`config.mk`:
```
export PLATFORM = sky130hd
export DESIGN_NAME = tpf_config
export DESIGN_NICKNAME = d
export VERILOG_FILES = /design/src/logic/tpf_pkg.sv /design/src/logic/tpf_config.sv /design/src/logic/tpf_pattern_gen.sv
export SDC_FILE = /design/constraint.sdc
export NUM_CORES = 1
export LEC_CHECK = 0
export ABC_CLOCK_PERIOD_IN_PS = 6600
export BUFFER_PORTS_ARGS = -buffer_cell sky130_fd_sc_hd__buf_2
export CAP_MARGIN = 10
export CORE_MARGIN = 5
export CORE_UTILIZATION = 50
export DETAILED_ROUTE_END_ITERATION = 8
export GPL_ROUTABILITY_DRIVEN = 0
export HOLD_SLACK_MARGIN = 0.15
export PLACE_DENSITY = 0.76
export SLEW_MARGIN = 20
export SYNTH_ARGS = -nofsm -noshare
export SYNTH_HDL_FRONTEND = slang
export SYNTH_HIERARCHICAL = 1
export SYNTH_SLANG_ARGS = --single-unit
```
`constraint.sdc`:
```
create_clock -name clk -period 6.6 [get_ports clk]
set_input_delay 0.99 -clock clk [delete_from_list [all_inputs] [get_ports clk]]
set_output_delay 0.99 -clock clk [all_outputs]
set_load 0.03 [all_outputs]
```
`src/logic/tpf_pkg.sv`:
```
/*
  Package for the test-pattern and frame-clock configuration block.
  Holds register offsets, field positions, pattern codes and reset values.
  Assumes a byte-wide register port with 8-bit addresses.
*/
package tpf_pkg;
  localparam int ADDR_W = 8;
  localparam int DATA_W = 8;
  localparam int SAMPLE_W = 18;

  localparam logic [7:0] FUSE_MAP_LOAD_CTRL_ADDR = 8'h13;
  localparam logic [7:0] PATTERN_WORD_LOW_ADDR = 8'h14;
  localparam logic [7:0] PATTERN_WORD_MID_ADDR = 8'h15;
  localparam logic [7:0] PATTERN_SELECT_AND_WORD_HIGH_ADDR = 8'h16;
  localparam logic [7:0] FRAME_CLOCK_CONFIG_ADDR = 8'h19;

  localparam logic [7:0] REG_RESET = 8'h00;
  localparam logic [17:0] SAMPLE_ZERO = 18'h00000;

  localparam int FUSE_LOAD_BIT = 0;
  localparam int SEL_B_HI = 7;
  localparam int SEL_B_LO = 5;
  localparam int SEL_A_HI = 4;
  localparam int SEL_A_LO = 2;
  localparam int WORD_HIGH_HI = 1;
  localparam int WORD_HIGH_LO = 0;
  localparam int FRAME_CLOCK_SOURCE_BIT = 7;
  localparam int FRAME_CLOCK_DIVIDE_BIT = 4;
  localparam int FRAME_CLOCK_STRETCH_BIT = 0;

  localparam logic [7:0] FUSE_MAP_LOAD_CTRL_MASK = 8'h01;
  localparam logic [7:0] FRAME_CLOCK_CONFIG_MASK = 8'h91;

  localparam logic [2:0] PAT_NORMAL = 3'h0;
  localparam logic [2:0] PAT_RAMP = 3'h2;
  localparam logic [2:0] PAT_CONST = 3'h3;

  localparam int NUM_CHAN = 2;
endpackage

```
`src/logic/tpf_config.sv`:
```
/*
  Configuration registers for fuse-map load, test patterns and frame clock.
  Sample streams come from the converter core and leave for the bit mapper.
  Assumes a synchronous byte-wide register write/read port driven by the
  serial-interface decoder on the sampling clock.
*/
`timescale 1ns/1ps
module tpf_config (
  input wire logic clk,
  input wire logic reset_n,
  input wire logic reg_write,
  input wire logic reg_read,
  input wire logic [tpf_pkg::ADDR_W-1:0] reg_addr,
  input wire logic [tpf_pkg::DATA_W-1:0] reg_wdata,
  output logic [tpf_pkg::DATA_W-1:0] reg_rdata_q,
  input wire logic sample_valid,
  input wire logic [tpf_pkg::SAMPLE_W-1:0] chan_a_sample,
  input wire logic [tpf_pkg::SAMPLE_W-1:0] chan_b_sample,
  output logic [tpf_pkg::SAMPLE_W-1:0] chan_a_to_mapper_q,
  output logic [tpf_pkg::SAMPLE_W-1:0] chan_b_to_mapper_q,
  output logic fuse_map_load_pulse_q,
  output logic frame_clock_source_q,
  output logic frame_clock_divide_q,
  output logic frame_clock_stretch_q
);
  import tpf_pkg::*;

  logic fuse_map_load_q;
  logic [7:0] pattern_word_low_q;
  logic [7:0] pattern_word_mid_q;
  logic [7:0] pattern_select_and_word_high_q;
  logic [7:0] frame_clock_config_q;
  logic fuse_fall;
  logic wr_fuse;
  logic wr_low;
  logic wr_mid;
  logic wr_high;
  logic wr_frame_clock;
  logic [SAMPLE_W-1:0] user_pattern_word;
  logic [2:0] chan_sel [NUM_CHAN];
  logic [SAMPLE_W-1:0] chan_in [NUM_CHAN];
  logic [SAMPLE_W-1:0] chan_out [NUM_CHAN];

  function automatic logic hit(input logic [ADDR_W-1:0] a, input logic [ADDR_W-1:0] o);
    hit = (a == o);
  endfunction

  // ---------------------------------------------------------------
  // Write decode
  // ---------------------------------------------------------------
  // Writes to addresses outside the map raise none of these strobes.
  assign wr_fuse = reg_write && hit(reg_addr, FUSE_MAP_LOAD_CTRL_ADDR);
  assign wr_low = reg_write && hit(reg_addr, PATTERN_WORD_LOW_ADDR);
  assign wr_mid = reg_write && hit(reg_addr, PATTERN_WORD_MID_ADDR);
  assign wr_high = reg_write && hit(reg_addr, PATTERN_SELECT_AND_WORD_HIGH_ADDR);
  assign wr_frame_clock = reg_write && hit(reg_addr, FRAME_CLOCK_CONFIG_ADDR);

  // ---------------------------------------------------------------
  // Fuse-map load
  // ---------------------------------------------------------------
  // The load takes effect when the bit goes back from one to zero.
  assign fuse_fall = fuse_map_load_q && wr_fuse && !reg_wdata[FUSE_LOAD_BIT];

  always_ff @(posedge clk or negedge reset_n) begin
    if (!reset_n) begin
      fuse_map_load_q <= 1'b0;
    end else if (wr_fuse) begin
      fuse_map_load_q <= reg_wdata[FUSE_LOAD_BIT];
    end
  end

  always_ff @(posedge clk or negedge reset_n) begin
    if (!reset_n) begin
      fuse_map_load_pulse_q <= 1'b0;
    end else begin
      fuse_map_load_pulse_q <= fuse_fall;
    end
  end

  // ---------------------------------------------------------------
  // Pattern and frame-clock registers
  // ---------------------------------------------------------------
  // The fuse load wipes earlier writes, so it beats a same-cycle write.
  always_ff @(posedge clk or negedge reset_n) begin
    if (!reset_n) begin
      pattern_word_low_q <= REG_RESET;
    end else if (fuse_fall) begin
      pattern_word_low_q <= REG_RESET;
    end else if (wr_low) begin
      pattern_word_low_q <= reg_wdata;
    end
  end

  always_ff @(posedge clk or negedge reset_n) begin
    if (!reset_n) begin
      pattern_word_mid_q <= REG_RESET;
    end else if (fuse_fall) begin
      pattern_word_mid_q <= REG_RESET;
    end else if (wr_mid) begin
      pattern_word_mid_q <= reg_wdata;
    end
  end

  always_ff @(posedge clk or negedge reset_n) begin
    if (!reset_n) begin
      pattern_select_and_word_high_q <= REG_RESET;
    end else if (fuse_fall) begin
      pattern_select_and_word_high_q <= REG_RESET;
    end else if (wr_high) begin
      pattern_select_and_word_high_q <= reg_wdata;
    end
  end

  // Reserved bits of the frame-clock register are never stored.
  always_ff @(posedge clk or negedge reset_n) begin
    if (!reset_n) begin
      frame_clock_config_q <= REG_RESET;
    end else if (fuse_fall) begin
      frame_clock_config_q <= REG_RESET;
    end else if (wr_frame_clock) begin
      frame_clock_config_q <= reg_wdata & FRAME_CLOCK_CONFIG_MASK;
    end
  end

  // ---------------------------------------------------------------
  // Read back
  // ---------------------------------------------------------------
  // Unmapped addresses and the unused load-register bits read as zero.
  function automatic logic [DATA_W-1:0] read_back(input logic [ADDR_W-1:0] a);
    if (hit(a, FUSE_MAP_LOAD_CTRL_ADDR)) begin
      read_back = {DATA_W{fuse_map_load_q}} & FUSE_MAP_LOAD_CTRL_MASK;
    end else if (hit(a, PATTERN_WORD_LOW_ADDR)) begin
      read_back = pattern_word_low_q;
    end else if (hit(a, PATTERN_WORD_MID_ADDR)) begin
      read_back = pattern_word_mid_q;
    end else if (hit(a, PATTERN_SELECT_AND_WORD_HIGH_ADDR)) begin
      read_back = pattern_select_and_word_high_q;
    end else if (hit(a, FRAME_CLOCK_CONFIG_ADDR)) begin
      read_back = frame_clock_config_q;
    end else begin
      read_back = REG_RESET;
    end
  endfunction

  always_ff @(posedge clk or negedge reset_n) begin
    if (!reset_n) begin
      reg_rdata_q <= REG_RESET;
    end else if (reg_read) begin
      reg_rdata_q <= read_back(reg_addr);
    end
  end

  // ---------------------------------------------------------------
  // Frame-clock controls
  // ---------------------------------------------------------------
  // Bypass and real decimation share one setting; the host picks the code.
  always_ff @(posedge clk or negedge reset_n) begin
    if (!reset_n) begin
      frame_clock_source_q <= 1'b0;
    end else begin
      frame_clock_source_q <= frame_clock_config_q[FRAME_CLOCK_SOURCE_BIT];
    end
  end

  // Divide and stretch are passed on as written; legal mode pairs are the host's duty.
  always_ff @(posedge clk or negedge reset_n) begin
    if (!reset_n) begin
      frame_clock_divide_q <= 1'b0;
    end else begin
      frame_clock_divide_q <= frame_clock_config_q[FRAME_CLOCK_DIVIDE_BIT];
    end
  end

  always_ff @(posedge clk or negedge reset_n) begin
    if (!reset_n) begin
      frame_clock_stretch_q <= 1'b0;
    end else begin
      frame_clock_stretch_q <= frame_clock_config_q[FRAME_CLOCK_STRETCH_BIT];
    end
  end

  // ---------------------------------------------------------------
  // Test-pattern injection ahead of the bit mapper
  // ---------------------------------------------------------------
  // Both channels share one user word; only their selects differ.
  assign user_pattern_word = {pattern_select_and_word_high_q[WORD_HIGH_HI:WORD_HIGH_LO],
                              pattern_word_mid_q, pattern_word_low_q};
  assign chan_sel[0] = pattern_select_and_word_high_q[SEL_A_HI:SEL_A_LO];
  assign chan_sel[1] = pattern_select_and_word_high_q[SEL_B_HI:SEL_B_LO];
  assign chan_in[0] = chan_a_sample;
  assign chan_in[1] = chan_b_sample;

  genvar g;
  generate
    for (g = 0; g < NUM_CHAN; g++) begin : gen_chan
      tpf_pattern_gen u_gen (
        .clk(clk),
        .reset_n(reset_n),
        .select(chan_sel[g]),
        .user_pattern_word(user_pattern_word),
        .sample_valid(sample_valid),
        .sample_in(chan_in[g]),
        .sample_out_q(chan_out[g])
      );
    end
  endgenerate

  assign chan_a_to_mapper_q = chan_out[0];
  assign chan_b_to_mapper_q = chan_out[1];
endmodule

```
`src/logic/tpf_pattern_gen.sv`:
```
/*
  One channel of the test-pattern source: normal data, ramp or constant.
  Assumes samples arrive as a valid-qualified stream on the sampling clock.
*/
`timescale 1ns/1ps
module tpf_pattern_gen (
  input wire logic clk,
  input wire logic reset_n,
  input wire logic [2:0] select,
  input wire logic [tpf_pkg::SAMPLE_W-1:0] user_pattern_word,
  input wire logic sample_valid,
  input wire logic [tpf_pkg::SAMPLE_W-1:0] sample_in,
  output logic [tpf_pkg::SAMPLE_W-1:0] sample_out_q
);
  import tpf_pkg::*;

  // ---------------------------------------------------------------
  // Output source selection
  // ---------------------------------------------------------------
  always_ff @(posedge clk or negedge reset_n) begin
    if (!reset_n) begin
      sample_out_q <= SAMPLE_ZERO;
    end else if (sample_valid) begin
      case (select)
        PAT_NORMAL: sample_out_q <= sample_in;
        PAT_RAMP: sample_out_q <= sample_out_q + user_pattern_word;
        PAT_CONST: sample_out_q <= user_pattern_word;
        // Unused codes hold the output at zero.
        default: sample_out_q <= SAMPLE_ZERO;
      endcase
    end
  end
endmodule

```
-- Word-level counts from Yosys, hierarchy flattened
Cells that the tools add are included.
- add/sub/neg operators: 2
- $mul: 0
- divide/modulo/power cells: 0
- $lt $le $gt $ge: 0
- equal/unequal tests: 9
- shifts and indexed selects: 0
- mux-type cells: 15
- bitwise logic cells: 0
- reduce and logical (&&, ||, !) cells: 14
- operator list (cell ; count):
    $pmux W18 S3 ; 2
    $mux W8 ; 13
    $eq A8 B5 Y1 const B ; 5
    $add A18 B18 Y18 ; 2
    $eq A3 B2 Y1 const B ; 4
    $reduce_bool A2 Y1 ; 4
    $logic_and A1 B1 Y1 ; 7
    $logic_not A3 Y1 ; 2
    $logic_not A1 Y1 ; 1
- register bits after elaboration: 81
- latch bits: 0
- memory bits (writable): 0
- bits in read-only memories: 0
- input port bits: 57
- output and inout port bits: 48
- logic and storage cells: 52
- memories: 0

-- Logic depth before layout (Yosys ltp)
- depth in word-level cells: 6
- gate-level depth with buffers: 9
- gate-level depth less buffers: 9

-- Modules after synthesis
The synthesis kept the hierarchy.
- by module, submodules not included (module ; times used ; cells an instance ; area an instance (µm²) ; sequential area each (µm²)):
    tpf_config ; 1 ; 177 ; 1959.4 ; 1001.0
    tpf_pattern_gen at gen_chan[1].u_gen ; 1 ; 210 ; 1799.2 ; 450.4
    tpf_pattern_gen at gen_chan[0].u_gen ; 1 ; 207 ; 1798.0 ; 450.4

-- Worst setup path before layout
Ideal clock, no wire load.
- path type: flip-flop to flip-flop
- start: reg gen_chan[0].u_gen/sample_out_q[0] in the netlist's numbering
- end: reg gen_chan[0].u_gen/sample_out_q[16] in the netlist's numbering
- library setup time: 0.132 ns
- arrival time: 2.407 ns
- setup slack: 4.060 ns
- cell stages (with the launch flop): 10
- cells stage by stage: dfrtp_1 > ha_1 > fa_1 > a211o_1 > a21oi_1 > o21ai_1 > o41ai_2 > o21ai_0 > xnor2_1 > o21ai_0
- longest elaborated chain between the ends: 2
- ends and longest elaborated chain (what ; RTL line ; RTL):
    start, declared ; tpf_pattern_gen.sv:13 ; output logic [tpf_pkg::SAMPLE_W-1:0] sample_out_q
    start signal, assigned ; tpf_pattern_gen.sv:25 ; PAT_NORMAL: sample_out_q <= sample_in;
    start signal, assigned ; tpf_pattern_gen.sv:26 ; PAT_RAMP: sample_out_q <= sample_out_q + user_pattern_word;
    start signal, assigned ; tpf_pattern_gen.sv:27 ; PAT_CONST: sample_out_q <= user_pattern_word;
    $add A18 B18 Y18 ; tpf_pattern_gen.sv:26 ;
    $pmux W18 S3 ; tpf_pattern_gen.sv:24 ; case (select)
No other way between the ends.
A chain may end at the register's enable or synchronous reset.

==> results.py <==
metrics = {
    "synthesis": {
        "yosys_warnings": 6,
        "synthesis.instances": 594,
        "syn_area_per_cell_sq_um": 9.35,
        "yosys.area.top_type": "sky130_fd_sc_hd__dfrtp_1",
        "number_of_enable_type_register_cells_in_the_synthesized_netlist": 0,
        "synth.top_cell.area_share": 0.342,
        "syn-cell-area_sq_mm": 0.00556,
        "ys_seq_elements": 76,
        "synth_seq_area_share": 0.342,
        "synth_ff_type": "sky130_fd_sc_hd__dfrtp_1",
        "synthDistinctLibCells": 72,
        "ys_top_cells_by_count": "sky130_fd_sc_hd__dfrtp_1, sky130_fd_sc_hd__nor2_1, sky130_fd_sc_hd__a21oi_1",
        "most_area_consuming_cells_after_synthesis": "sky130_fd_sc_hd__dfrtp_1, sky130_fd_sc_hd__ha_1, sky130_fd_sc_hd__mux2i_1",
        "synth_fp_nets": 687,
        "synthArstFlopShare": 1.00,
        "yosys.cell_count.top_type": "sky130_fd_sc_hd__dfrtp_1",
    },
    "route": {
        "drt_wl_total_um": 16200,
        "routedWlPerCell_um": 19.5,
        "number_of_violations_reported_at_the_end_of_detailed_routing_iteration_0": 451,
        "route.detailed.drc": 0,
        "final_antenna_net_count": 0,
        "routed-via-count": 5246,
        "drt_first_pass_iters": 5,
        "avgViaCountPerCell": 6.34,
    },
    "worst_setup_path": {
        "r2r-end": "gen_chan[0].u_gen/sample_out_q[16]$_DFFE_PN0P_",
        "worst-path-max-fanout": 19,
        "setup.reg_to_reg.worst_slack_ns": 3.79,
        "path_class": "in2reg",
        "cp.required_ns": 6.92,
        "critPathLaunchType": "input port",
        "worst-r2r-cell-count": 9,
        "critical_path.reg2reg.startpoint": "pattern_word_low_q[0]$_DFFE_PN0P_",
        "data_arrival_time_of_the_worst_path_ns": 3.16,
        "cp-end-kind": "flip-flop",
    },
    "timing": {
        "setup_tns_ns": 0,
        "report.final.setup_viol": 0,
        "final-max-slew-violation-count": 0,
        "postLayoutSetupSlackWorst_ns": 3.76,
        "rsz_0062_raised_after_global_routing": "false",
        "clock-skew-final_ns": 0.0138,
        "slew_headroom": 0.452,
        "fin_crit_sh": 0.431,
        "max_clock_freq_mhz": 352,
        "timing_hold_violations_final": 0,
        "tightest_slew_ns": 0.821,
        "post-route-min-period_ns": 2.84,
    },
    "place": {
        "post_dp_cell_area_sq_mm": 0.00614,
        "count_of_port_buffers_added_during_placement": 104,
        "place_ws_ns": 3.43,
        "hpwlAfterDp_um": 11800,
    },
    "clocking": {
        "insertion_delay_ns": 0.38,
        "tritoncts_num_sinks": 76,
        "numCtsBuffers": 9,
        "cts_max_level": 3,
        "cts_root_buffer": "sky130_fd_sc_hd__clkbuf_8",
        "tritoncts": "built",
        "cts.path.max_buffers": 2,
        "postCtsSetupBuffers": 0,
        "cts.repair.resized": 0,
        "clk_pin_slew_worst_paths_ns": 0.09,
        "cts_hold_buffers": 0,
    },
    "power_and_ir_drop": {
        "switching_power_uw": 451,
        "irDropWorstVdd_mv": 0.130,
        "leakagePower_nw": 3.19,
        "p_clk_frac": 0.306,
        "pwr-share-comb": 0.263,
        "report.power.total_mw": 1.25,
        "pwr-share-seq": 0.431,
        "netSwitchingFraction": 0.359,
        "cell_internal_pwr_uw": 804,
        "power_per_cell_area_mw_per_mm2": 198,
    },
    "global_route": {
        "grt_remaining_overflow": 0,
        "grt_pass1_vias": 5210,
        "grt_pass1_wl_um": 26400,
        "grt_start_max_net_pins": 77,
        "antenna_found_initial": 0,
        "gr-usage-all-layers": 0.248,
    },
    "floorplan": {
        "floorplan.core_area_sq_mm": 0.0109,
        "floorplan.initialDensity": 0.510,
        "ioPinCount": 105,
        "rows": 38,
        "die_area_sq_mm": 0.0133,
        "die_h_um": 115,
        "chipWidth_um": 115,
    },
    "final_layout": {
        "stdcell_area_sq_mm": 0.00635,
        "final_nets": 776,
        "antennaDiodeCount": 0,
        "drive_gt1_frac": 0.221,
        "synthToLayoutAreaGrowth_pct": 14.2,
        "fillers": 938,
    },
    "job": {
        "cap_viol_max_count": 0,
    },
    "min_path": {
        "holdCritStartpoint": "frame_clock_config_q[0]$_DFFE_PN0P_",
        "timing.hold.worst_path_depth": 0,
        "hold_path_class": "reg2reg",
        "end_point_of_the_most_critical_hold_path": "frame_clock_stretch_q$_DFF_PN0_",
    },
    "status": {
        "status": "complete, no violations",
    },
}
area by class of cell:
cell class,count,area [sq um],share of cell area
Inverter,13,48.8,0.00769
Multi-Input combinational cell,478,3480,0.549
Clock inverter,7,81.3,0.0128
Clock buffer,9,124,0.0195
Tap cell,140,175,0.0276
Timing Repair Buffer,105,534,0.0842
Sequential cell,76,1900,0.300
metrics by stage:
stage	hold WS, ns	util	cells
2_1_floorplan	0.374	-	594
3_3_place_gp	0.393	0.564	812
3_5_place_dp	0.401	0.564	812
4_1_cts	0.421	0.582	828
5_1_grt	0.435	0.583	828
6_report	0.417	0.583	828
cell families after synthesis:
kind of cell	share of synthesized area
xor gates and xnor gates	0.0394
AOI/OAI and AO/OA	0.274
and+or+nand+nor	0.164
buffers and inverters	0.0315
muxes	0.0644
adders and majority gates	0.0838
DFF	0.342
how the worst max path moves through the flow:
stage                                                       start                                              to  slack [ns]  cells past startpoint
floorplan           gen_chan[0].u_gen/sample_out_q[0]$_DFFE_PN0P_  gen_chan[0].u_gen/sample_out_q[16]$_DFFE_PN0P_        4.06                      9
detailed placement                                   sample_valid  gen_chan[1].u_gen/sample_out_q[17]$_DFFE_PN0P_        3.43                      8
finish                                               sample_valid  gen_chan[1].u_gen/sample_out_q[17]$_DFFE_PN0P_        3.76                      8
global placement                                     sample_valid  gen_chan[1].u_gen/sample_out_q[17]$_DFFE_PN0P_        3.54                      8
CTS                             pattern_word_low_q[0]$_DFFE_PN0P_  gen_chan[0].u_gen/sample_out_q[16]$_DFFE_PN0P_        3.81                      9
global route                    pattern_word_low_q[0]$_DFFE_PN0P_  gen_chan[0].u_gen/sample_out_q[16]$_DFFE_PN0P_        3.54                      9
cell usage in the layout, fill, tap and decap left out, types with 3 or more instances in the layout:
cell	instances
sky130_fd_sc_hd__xor2_1	7
sky130_fd_sc_hd__a211oi_1	6
sky130_fd_sc_hd__nand4_1	5
sky130_fd_sc_hd__nand2b_1	12
sky130_fd_sc_hd__and4b_1	3
sky130_fd_sc_hd__a221o_2	5
sky130_fd_sc_hd__mux2i_1	29
sky130_fd_sc_hd__o31ai_1	4
sky130_fd_sc_hd__nor2b_1	8
sky130_fd_sc_hd__a221o_1	7
sky130_fd_sc_hd__o21a_1	10
sky130_fd_sc_hd__o21ai_2	4
sky130_fd_sc_hd__inv_6	3
sky130_fd_sc_hd__and3_1	4
sky130_fd_sc_hd__o21ai_1	4
sky130_fd_sc_hd__inv_1	11
sky130_fd_sc_hd__o2bb2ai_1	17
sky130_fd_sc_hd__clkbuf_8	9
sky130_fd_sc_hd__ha_1	34
sky130_fd_sc_hd__nand3b_1	7
sky130_fd_sc_hd__xnor2_1	18
sky130_fd_sc_hd__dfrtp_1	76
sky130_fd_sc_hd__a22oi_1	35
sky130_fd_sc_hd__mux2_2	6
sky130_fd_sc_hd__a31oi_1	3
sky130_fd_sc_hd__nand3_1	9
sky130_fd_sc_hd__buf_2	103
sky130_fd_sc_hd__o221ai_1	3
sky130_fd_sc_hd__a21o_1	14
sky130_fd_sc_hd__a21oi_1	41
sky130_fd_sc_hd__a211o_1	3
sky130_fd_sc_hd__o21ai_0	29
sky130_fd_sc_hd__o21bai_1	4
sky130_fd_sc_hd__nand2_1	31
sky130_fd_sc_hd__nor2_1	61
sky130_fd_sc_hd__nor3_1	7
sky130_fd_sc_hd__a311o_1	3
state kept, by name, indices dropped and copies added (netlist names):
| name | count |
|---|---|
| pattern_select_and_word_high_q | 8 |
| pattern_word_low_q | 8 |
| pattern_word_mid_q | 8 |
| frame_clock_stretch_q | 1 |
| frame_clock_divide_q | 1 |
| frame_clock_config_q | 3 |
| fuse_map_load_q | 1 |
| fuse_map_load_pulse_q | 1 |
| frame_clock_source_q | 1 |
| reg_rdata_q | 8 |
| gen_chan.u_gen/sample_out_q | 36 |
layer usage:
metal  GRT usage  routed length, um  up-vias
met2       0.392               7370      251
li1            -                  -     2434
met5           0                  0        -
met1       0.350               7060     2527
met3      0.0392               1390       34
met4      0.0782                341        0
power by group through the flow:
stage	combinational, mW	clock, mW	sequential [mW]
global route	0.362	0.408	0.546
floorplan	0.187	0	0.579
finish	0.330	0.383	0.541
global placement	0.317	0	0.547
detailed placement	0.328	0	0.549
CTS	0.329	0.388	0.540
critical path, cell delays in order:
cell and delay [ns]:
sky130_fd_sc_hd__buf_2 0.20, sky130_fd_sc_hd__nand2b_1 0.48, sky130_fd_sc_hd__or3_4 0.61, sky130_fd_sc_hd__a211oi_2 0.21, sky130_fd_sc_hd__mux2i_1 0.10, sky130_fd_sc_hd__o2111a_1 0.18
sky130_fd_sc_hd__a221oi_1 0.27, sky130_fd_sc_hd__a21o_1 0.11
Note: power is estimated with default switching activity, not from simulation.
